**src/shift_reg_defs.vh**
```
// Offsets, field positions, reset values and option codes of the shift register
`ifndef SHIFT_REG_DEFS_VH
`define SHIFT_REG_DEFS_VH

`define SR_WIDTH_SYNC        4
`define SR_WIDTH_ASYNC       8
`define SR_MAX_WIDTH         8

`define SR_ADDR_W            5
`define SR_OFF_CTRL          5'h00
`define SR_OFF_LOAD_DATA     5'h04
`define SR_OFF_COMMAND       5'h08
`define SR_OFF_STATUS        5'h0C
`define SR_OFF_OPTIONS       5'h10

`define SR_CTRL_SW_MODE      0
`define SR_CTRL_LEFT         1
`define SR_CTRL_LEFT_IN      2
`define SR_CTRL_RIGHT_IN     3
`define SR_CTRL_INIT         4

`define SR_CMD_SHIFT         0
`define SR_CMD_LOAD          1
`define SR_CMD_RESET         2

`define SR_OPT_SYNC          8
`define SR_OPT_LOAD          9
`define SR_OPT_BIDIR         10

`define SR_CTRL_RESET        4'h2
`define SR_DATA_RESET        8'h00
`define SR_BUS_ZERO          32'h0000_0000

`endif

```
**src/shift_stage_core.v**
```verilog
// Shift register datapath: clear, load and left or right shift per bit
`timescale 1ns/1ps
module shift_stage_core #(
    parameter WIDTH      = 4,
    parameter SYNC_RESET = 1,
    parameter HAS_LOAD   = 1,
    parameter BIDIR      = 1
) (
    input  wire             clk_sys,
    input  wire             init_clear,
    input  wire             async_zero,
    input  wire             sync_reset,
    input  wire             load,
    input  wire             clk_en,
    input  wire             shift_left,
    input  wire             shift_left_serial_in,
    input  wire             shift_right_serial_in,
    input  wire [WIDTH-1:0] par_data,
    output reg  [WIDTH-1:0] q
);

    wire [WIDTH-1:0] shifted;
    reg  [WIDTH-1:0] next_q;

    genvar i;
    generate
        for (i = 0; i < WIDTH; i = i + 1)
        begin : g_bit
            wire from_low;
            wire from_high;
            if (i == 0)
            begin : g_first
                assign from_low = shift_left_serial_in;
            end
            else
            begin : g_mid_low
                assign from_low = q[i-1];
            end
            if (i == WIDTH - 1)
            begin : g_last
                assign from_high = shift_right_serial_in;
            end
            else
            begin : g_mid_high
                assign from_high = q[i+1];
            end
            // Without the bidirectional option the direction input is ignored
            assign shifted[i] = (BIDIR != 0 && !shift_left) ? from_high : from_low;
        end
    endgenerate

    always @*
    begin
        next_q = q;
        if (init_clear)
            next_q = {WIDTH{1'b0}};
        else if (SYNC_RESET != 0 && sync_reset)
            next_q = {WIDTH{1'b0}};
        else if (HAS_LOAD != 0 && load)
            next_q = par_data;
        else if (clk_en)
            next_q = shifted;
        // Otherwise hold: enable and load both low
    end

    generate
        if (SYNC_RESET != 0)
        begin : g_sync
            always @(posedge clk_sys)
            begin
                q <= next_q;
            end
        end
        else
        begin : g_async
            // Clear acts without a clock edge and beats everything else
            always @(posedge clk_sys or posedge async_zero)
            begin
                if (async_zero)
                    q <= {WIDTH{1'b0}};
                else
                    q <= next_q;
            end
        end
    endgenerate

endmodule

```
**src/loadable_bidir_shift_register.v**
```verilog
// Configurable shift register family with an Avalon-MM control and status port
//
// How it works
// - Synchronous reset clears all bits, above load and shift, below init.
// - Left shift puts left serial input into bit 0.
// - Left shift moves each bit one place up.
// - Enable low stops shifting; load, reset and init still act.
// - Load copies parallel data regardless of enable.
// - Load and enable both low hold contents.
// - Shift only with enable, no load, no reset.
// - Direction high shifts toward higher bits.
// - Direction low shifts down, right input at top.
// - Asynchronous clear zeroes bits without clock.
// - Every variant starts with all bits low.
// - Global init clears like power-up, active high.
// - Four bits synchronous, eight bits asynchronous variant.
`timescale 1ns/1ps
`include "shift_reg_defs.vh"
module loadable_bidir_shift_register #(
    parameter SYNC_RESET = 1,
    parameter HAS_LOAD   = 1,
    parameter BIDIR      = 1
) (
    input  wire                   clk_sys,
    input  wire                   sys_rst,
    input  wire                   global_init,
    input  wire                   async_zero,
    input  wire                   sync_reset,
    input  wire                   load,
    input  wire                   clk_en,
    input  wire                   shift_left,
    input  wire                   shift_left_serial_in,
    input  wire                   shift_right_serial_in,
    input  wire [`SR_MAX_WIDTH-1:0] par_data,
    output wire [`SR_MAX_WIDTH-1:0] q,
    input  wire [`SR_ADDR_W-1:0]  avs_address,
    input  wire                   avs_read,
    input  wire                   avs_write,
    input  wire [31:0]            avs_writedata,
    input  wire [3:0]             avs_byteenable,
    output reg  [31:0]            avs_readdata,
    output reg                    avs_waitrequest
);

    // Width follows the reset style
    localparam WIDTH = (SYNC_RESET != 0) ? `SR_WIDTH_SYNC : `SR_WIDTH_ASYNC;

    reg  [3:0]       ctrl;
    reg  [WIDTH-1:0] sw_data;
    reg              cmd_shift;
    reg              cmd_load;
    reg              cmd_reset;
    reg              soft_init;
    wire [WIDTH-1:0] core_q;

    wire sw_mode  = ctrl[`SR_CTRL_SW_MODE];
    wire take_wr  = avs_write && !avs_waitrequest;
    wire lane0    = avs_byteenable[0];

    // Controls come either from the pins or from the software registers
    wire             eff_reset = sw_mode ? cmd_reset : sync_reset;
    wire             eff_load  = sw_mode ? cmd_load : load;
    wire             eff_en    = sw_mode ? cmd_shift : clk_en;
    wire             eff_left  = sw_mode ? ctrl[`SR_CTRL_LEFT] : shift_left;
    wire             eff_left_in  = sw_mode ? ctrl[`SR_CTRL_LEFT_IN] : shift_left_serial_in;
    wire             eff_right_in = sw_mode ? ctrl[`SR_CTRL_RIGHT_IN] : shift_right_serial_in;
    wire [WIDTH-1:0] eff_data  = sw_mode ? sw_data : par_data[WIDTH-1:0];

    // Power-up, global init and the software init pulse all clear alike
    wire init_clear = sys_rst | global_init | soft_init;

    // Reset value kept at full width, cut to the active width on use
    wire [`SR_MAX_WIDTH-1:0] data_reset = `SR_DATA_RESET;

    shift_stage_core #(
        .WIDTH      (WIDTH),
        .SYNC_RESET (SYNC_RESET),
        .HAS_LOAD   (HAS_LOAD),
        .BIDIR      (BIDIR)
    ) shift_stage_core_i (
        .clk_sys               (clk_sys),
        .init_clear            (init_clear),
        .async_zero            (async_zero),
        .sync_reset            (eff_reset),
        .load                  (eff_load),
        .clk_en                (eff_en),
        .shift_left            (eff_left),
        .shift_left_serial_in  (eff_left_in),
        .shift_right_serial_in (eff_right_in),
        .par_data              (eff_data),
        .q                     (core_q)
    );

    generate
        if (WIDTH < `SR_MAX_WIDTH)
        begin : g_pad
            assign q = {{(`SR_MAX_WIDTH - WIDTH){1'b0}}, core_q};
        end
        else
        begin : g_full
            assign q = core_q;
        end
    endgenerate

    // Every request is answered one cycle after it is first seen
    always @(posedge clk_sys)
    begin
        if (sys_rst)
            avs_waitrequest <= 1'b1;
        else
            avs_waitrequest <= !((avs_read || avs_write) && avs_waitrequest);
    end

    always @(posedge clk_sys)
    begin
        if (sys_rst)
            avs_readdata <= `SR_BUS_ZERO;
        else if (avs_read && avs_waitrequest)
        begin
            avs_readdata <= `SR_BUS_ZERO;
            case (avs_address)
                `SR_OFF_CTRL:
                    avs_readdata[3:0] <= ctrl;
                `SR_OFF_LOAD_DATA:
                    avs_readdata[WIDTH-1:0] <= sw_data;
                `SR_OFF_STATUS:
                    avs_readdata[WIDTH-1:0] <= core_q;
                `SR_OFF_OPTIONS:
                begin
                    avs_readdata[7:0] <= WIDTH[7:0];
                    avs_readdata[`SR_OPT_SYNC] <= (SYNC_RESET != 0);
                    avs_readdata[`SR_OPT_LOAD] <= (HAS_LOAD != 0);
                    avs_readdata[`SR_OPT_BIDIR] <= (BIDIR != 0);
                end
                default:
                    avs_readdata <= `SR_BUS_ZERO;
            endcase
        end
    end

    // Command bits are one-cycle pulses; a stale one must not repeat a shift
    always @(posedge clk_sys)
    begin
        if (sys_rst)
        begin
            ctrl      <= `SR_CTRL_RESET;
            sw_data   <= data_reset[WIDTH-1:0];
            cmd_shift <= 1'b0;
            cmd_load  <= 1'b0;
            cmd_reset <= 1'b0;
            soft_init <= 1'b0;
        end
        else
        begin
            cmd_shift <= 1'b0;
            cmd_load  <= 1'b0;
            cmd_reset <= 1'b0;
            soft_init <= 1'b0;
            if (take_wr && lane0)
            begin
                case (avs_address)
                    `SR_OFF_CTRL:
                    begin
                        ctrl      <= avs_writedata[3:0];
                        soft_init <= avs_writedata[`SR_CTRL_INIT];
                    end
                    `SR_OFF_LOAD_DATA:
                        sw_data <= avs_writedata[WIDTH-1:0];
                    `SR_OFF_COMMAND:
                    begin
                        cmd_shift <= avs_writedata[`SR_CMD_SHIFT];
                        cmd_load  <= avs_writedata[`SR_CMD_LOAD];
                        cmd_reset <= avs_writedata[`SR_CMD_RESET];
                    end
                    default:
                        ctrl <= ctrl;
                endcase
            end
        end
    end

endmodule

```
**config.mk**
```make
export PLATFORM = sky130hd
export DESIGN_NAME = loadable_bidir_shift_register
export DESIGN_NICKNAME = d
export VERILOG_FILES = /design/src/shift_stage_core.v /design/src/loadable_bidir_shift_register.v
export VERILOG_INCLUDE_DIRS = /design/src
export SDC_FILE = /design/constraint.sdc
export NUM_CORES = 1
export LEC_CHECK = 0
export CAP_MARGIN = 20
export CORE_UTILIZATION = 45
export DETAILED_ROUTE_END_ITERATION = 6
export DONT_BUFFER_PORTS = 1
export RECOVER_POWER = 100
export SYNTH_ARGS = -nofsm -noshare
export SYNTH_HDL_FRONTEND = slang
export SYNTH_SLANG_ARGS = --single-unit
export TNS_END_PERCENT = 100
```
**constraint.sdc**
```tcl
create_clock -name clk_sys -period 1.7 [get_ports clk_sys]
set_input_delay 0.17 -clock clk_sys [delete_from_list [all_inputs] [get_ports clk_sys]]
set_output_delay 0.17 -clock clk_sys [all_outputs]
set_load 0.01 [all_outputs]
```
# Word level (Yosys, flattened, before mapping)
# Cells that the tools add are included.
# classes
addsub,0
multipliers,0
div_mod_pow,0
order_cmp,0
eq_ne,4
shift,0
mux,15
bitwise,5
reduce_logical,14
# ops
cell,n
one-hot mux 4 bit (4 select lines),1
two-way mux 4 bit,3
== test 5 x 4 -> 1 bit (second input constant),2
two-way mux 1 bit,10
two-way mux 7 bit,1
OR reduction 3 bit,2
== test 5 x 3 -> 1 bit (second input constant),1
== test 5 bit (second input constant),1
zero test 5 bit,1
logical AND 1 bit,4
AND reduction 2 bit,2
inverter 1 bit,3
zero test 1 bit,2
bitwise OR 1 bit,2
nonzero test 2 bit,1
OR reduction 2 bit,1
logical OR 1 bit,1
# word_totals
reg_bits,28
latch_bits,0
ram_bits,0
romBits,0
in_bits,61
output_inout_bits,41
wordCells,47
memories,0

# Depth between registers and ports, before layout
# logic_depth
depth_word,5
depth_mapped,6
mapped_depth_nobuf,4

# Cells and area by module
# A second synthesis with hierarchy kept.
# hier_totals
hier_cells,159
area_unflattened_um2,1486.4
# modules_own_cells
module,n_inst,cells_per_inst,area_per_inst_um2,seq_area_each_um2
loadable_bidir_shift_register,1,131,1238.7,360.3
shift_stage_core,1,28,247.7,80.1

# Worst setup path before layout
# OpenSTA, ideal clock, no wires.
# synth_timing
path_type,input-to-reg
from,input avs_address[4]
to,register sw_data[0]
setup_time_ns,0.128
arrival_ns,1.453
required_time_ns,1.572
setup_slack_ns,0.119
stages,6
n_path_buf,2
path_cell_list,buf_6 or4b_4 or3_1 buf_2 mux2i_1 nor2_1
# synth_via
elab_chain_len,2
# synth_lines
item,line,source
"start, declared",loadable_bidir_shift_register.v:36,"input wire [`SR_ADDR_W-1:0] avs_address,"
== test 5 x 3 -> 1 bit,loadable_bidir_shift_register.v:161,case (avs_address)
AND reduction 2 bit (no line),n/a,
"end signal, assigned",loadable_bidir_shift_register.v:147,sw_data <= data_reset[WIDTH-1:0];
"end signal, assigned",loadable_bidir_shift_register.v:168,sw_data <= avs_writedata[WIDTH-1:0];
"end, declared",loadable_bidir_shift_register.v:49,reg [WIDTH-1:0] sw_data;
# No other way between the ends.
# A chain may end at the register's enable or synchronous reset.

# Worst setup path in the final report
# layout_timing
from,register avs_waitrequest
to,register ctrl[3]
# layout_via
elab_chain_len,4
# layout_lines
item,line,source
"start, declared",loadable_bidir_shift_register.v:42,output reg avs_waitrequest
"start signal, assigned",loadable_bidir_shift_register.v:111,avs_waitrequest <= !((avs_read || avs_write) && avs_waitrequest);
zero test 1 bit,loadable_bidir_shift_register.v:57,wire take_wr = avs_write && !avs_waitrequest;
logical AND 1 bit,loadable_bidir_shift_register.v:57,
logical AND 1 bit,loadable_bidir_shift_register.v:159,if (take_wr && lane0)
AND reduction 2 bit (no line),n/a,
"end signal, assigned",loadable_bidir_shift_register.v:146,ctrl <= `SR_CTRL_RESET;
"end signal, assigned",loadable_bidir_shift_register.v:164,ctrl <= avs_writedata[3:0];
"end signal, assigned",loadable_bidir_shift_register.v:176,ctrl <= ctrl;
"end, declared",loadable_bidir_shift_register.v:48,reg [3:0] ctrl;
# No other way between the ends.

==> results.md <==
* Vias at between 1k and 1.5k
* Min Hold Slack at approximately 0.0036 ns
* Mux cell area share after synthesis at 14.3%
* Max-slew violation count at 0
* Vias in the first global route at 947
* Most frequent cell after synthesis: buf_4
* Placed Instance Area at about 1300 sq um
* Overall global routing resource usage at 16.9%
* Area grow syn2layout at 1.84%
* Number of library cell types mapped by synthesis at 32
* Largest family of logic cells by synthesized area: buffers and inverters
* Post-synthesis xor/xnor area fraction at 0%
* Worst r2r dst: ctrl[3]
* Synth area leaders: dfxtp_1 32%, buf_4 17%, mux2i_1 12%
* Initial antenna violation count at 0
* Wire per inst at 13.8 um
* CP Launch Type: register
* Min-Delay Path Class: input pin to register
* WL final at 2.68 mm
* Layout cells sized above 1 at under 10%
* Worst-Skew Late Latency at 0.31 ns
* Hold endpoint: sw_data[3]
* Crit path kind: register to register
* Final Cycle Share at 86.0%
* Cell Area, Synth at 1360 sq um
* Worst Path Arrival at 1.66 ns
* Pwr per Cell Area at 666 nW/um^2
* Yosys reg bits at 22
* Gpl congestion at 0.823
* Antenna Nets Post-Route at 0
* Row count at 19
* Fin nets at 225
* HPWL after DPL at approximately 2.1 mm
* Total Neg Setup Slack at 0 ns
* M1 WL at 1.13 mm
* Simple-gate share of the synthesized area at 15.4%
* Sequential-to-total area share from yosys stat at 32.4%
* Worst reg2reg setup slack at around 0.24 ns
* Synth top area share at 32.4%
* Clock-pin slew on the worst setup and hold paths at 0.12 ns
* DR DRC count at 10
* Req. time, crit path at 1.90 ns
* H-tree depth at 1
* Die Wd at 56.9 um
* Cells after synthesis at 155
* Fin Clk Skew at 0.00365 ns
* Worst r2r path cells at 5
* Layout fillers at 263
* Fin crit period at about 1.5 ns
* Slew @ Worst Pin at between 0.5 and 0.6 ns
* Final worst slack at 0.238 ns
* Slew headroom at about three fifths
* Post-CTS Resized at 0
* Met2 Routed Length at 1.37 mm
* TritonCTS Buffers at 3
* DR vias/cell at 5.34
* Io pins at approximately 100
* Worst-path fanout max at 5
* Synth Warn # at 0
* First-pass GRT wire length at around 4.3 mm
* First drt pass iteration count at 7
* Outcome: complete, but fails checks
* Worst reg2reg path startpoint: avs_waitrequest
* Max_cap viols at 0
* N_diodes at 0
* Dpl ws at 0.132 ns
* CTS tree: yes
* Post-synthesis compound-gate area fraction at 15.9%
* Longest Clk Path Bufs at 2
* Total gr overflow at 0
* Design Area, Final at 1380 sq um
* Final setup fails at 0
* Total power draw at 0.921 mW
* Max layer used: met4
* Largest net degree at the start of global routing at 20
* Sink Count at 22
* Met3 routed WL at between 150 and 200 um
* Die Area at 3240 sq um
* Die Y at between 50 and 60 um
* Final hold violations at 0
* Avg Inst Size Synth at 8.76 sq um
* Initial Util at 48.4%
* Hold path start: avs_writedata[3]
* Leakage at 0.568 nW
* Adder-cell share of the synthesized area at 0%
* EDFF count, synth at 0
* Fmax at 684 MHz
* Hold Path Cell Cnt at 2
* Synth cell count leaders: 31 x buf_4, 22 x dfxtp_1, 16 x mux2i_1, 13 x nor2_1, 8 x inv_1
* # port buffers at 0
* Worst VDD drop at between 0.0005 and 0.0006 V
* Main synth FF type: dfxtp_1
* Failing checks: design-rule violations
* Total core area at about 2800 sq um
* Leading area contributor after synthesis: dfxtp_1
* Root Buffer: clkbuf_4
* Setup crit end kind: register
* Post-synth ARST share at 0%
* RSZ-0062 raised after global routing: false
* Starting DRT DRC Count at 47
placed cells by master, fill, tap and decap left out, types with 4 or more instances in the layout:
cell type	Yosys	routed
dfxtp_1	22	22
conb_1	1	29
a22o_1	4	4
a21oi_1	7	7
a32oi_1	4	4
o211ai_1	5	5
dlygate4sd3_1	0	9
inv_1	8	8
nand2_1	7	7
nor2_1	13	13
mux2i_1	16	16
routing by layer:
metal / vias up / track usage [%]
met5: - / 0
met4: 0 / 4.18
met3: 2 / 5.99
met2: 40 / 29.1
met1: 491 / 20.1
li1: 503 / -
registers in the layout, summed over array words and instances, names as in the netlist:
name                  flops
avs_waitrequest           1
soft_init                 1
cmd_reset                 1
avs_readdata              5
cmd_load                  1
ctrl                      4
shift_stage_core_i.q      4
cmd_shift                 1
sw_data                   4
worst max path at each step:
stage                          startpoint         end  slack [ns]  cells after the start
after floorplan            avs_address[4]  sw_data[0]        0.12                      6
after global placement     avs_address[1]  sw_data[0]        0.15                      4
after detailed placement   avs_address[1]  sw_data[0]        0.13                      4
after CTS                 avs_waitrequest  sw_data[0]        0.24                      4
after global routing      avs_waitrequest     ctrl[1]        0.13                      5
final                     avs_waitrequest     ctrl[3]        0.24                      5
area by class of cell:
class                      instances  area (sq um)  area share (%)
inverter                           8          30.0            2.17
tap                               31          38.8            2.81
multi-input combinational        116           728            52.7
clock buffer                       4          36.3            2.62
timing repair buffer              13           109            7.87
sequential                        22           440            31.9
worst max-delay path: stages (launching register included):
cell and delay [ns]:
dfxtp_1 0.39, nand3b_1 0.25, nor3_2 0.18, clkbuf_1 0.26
mux2i_1 0.23, nor2_1 0.06
stage by stage:
step           utilization (%)  cells
2_1_floorplan                -    183
3_3_place_gp              45.2    181
3_5_place_dp              45.2    181
4_1_cts                   48.6    191
5_1_grt                   49.3    194
6_report                  49.3    194
logic make-up after synthesis:
family / Yosys count
DFF: 22
AOI/OAI and AO/OA: 29
and+or+nand+nor: 39
buffers and inverters: 45
muxes: 19
other: 1
where the power goes:
| part | internal, mW | leakage [nW] | total, mW | switching (mW) |
|---|---|---|---|---|
| Clock | 0.131 | 0.0210 | 0.290 | 0.159 |
| Sequential | 0.521 | 0.178 | 0.531 | 0.00994 |
| Combinational | 0.0397 | 0.370 | 0.101 | 0.0608 |
repair_timing:
| item | 4_1_cts | 5_1_grt |
|---|---|---|
| hold buffers | 6 | 3 |
| hold endpoints to repair | 13 | 3 |
| setup buffers | 0 | 0 |
Power figures use the tool's default switching activity.
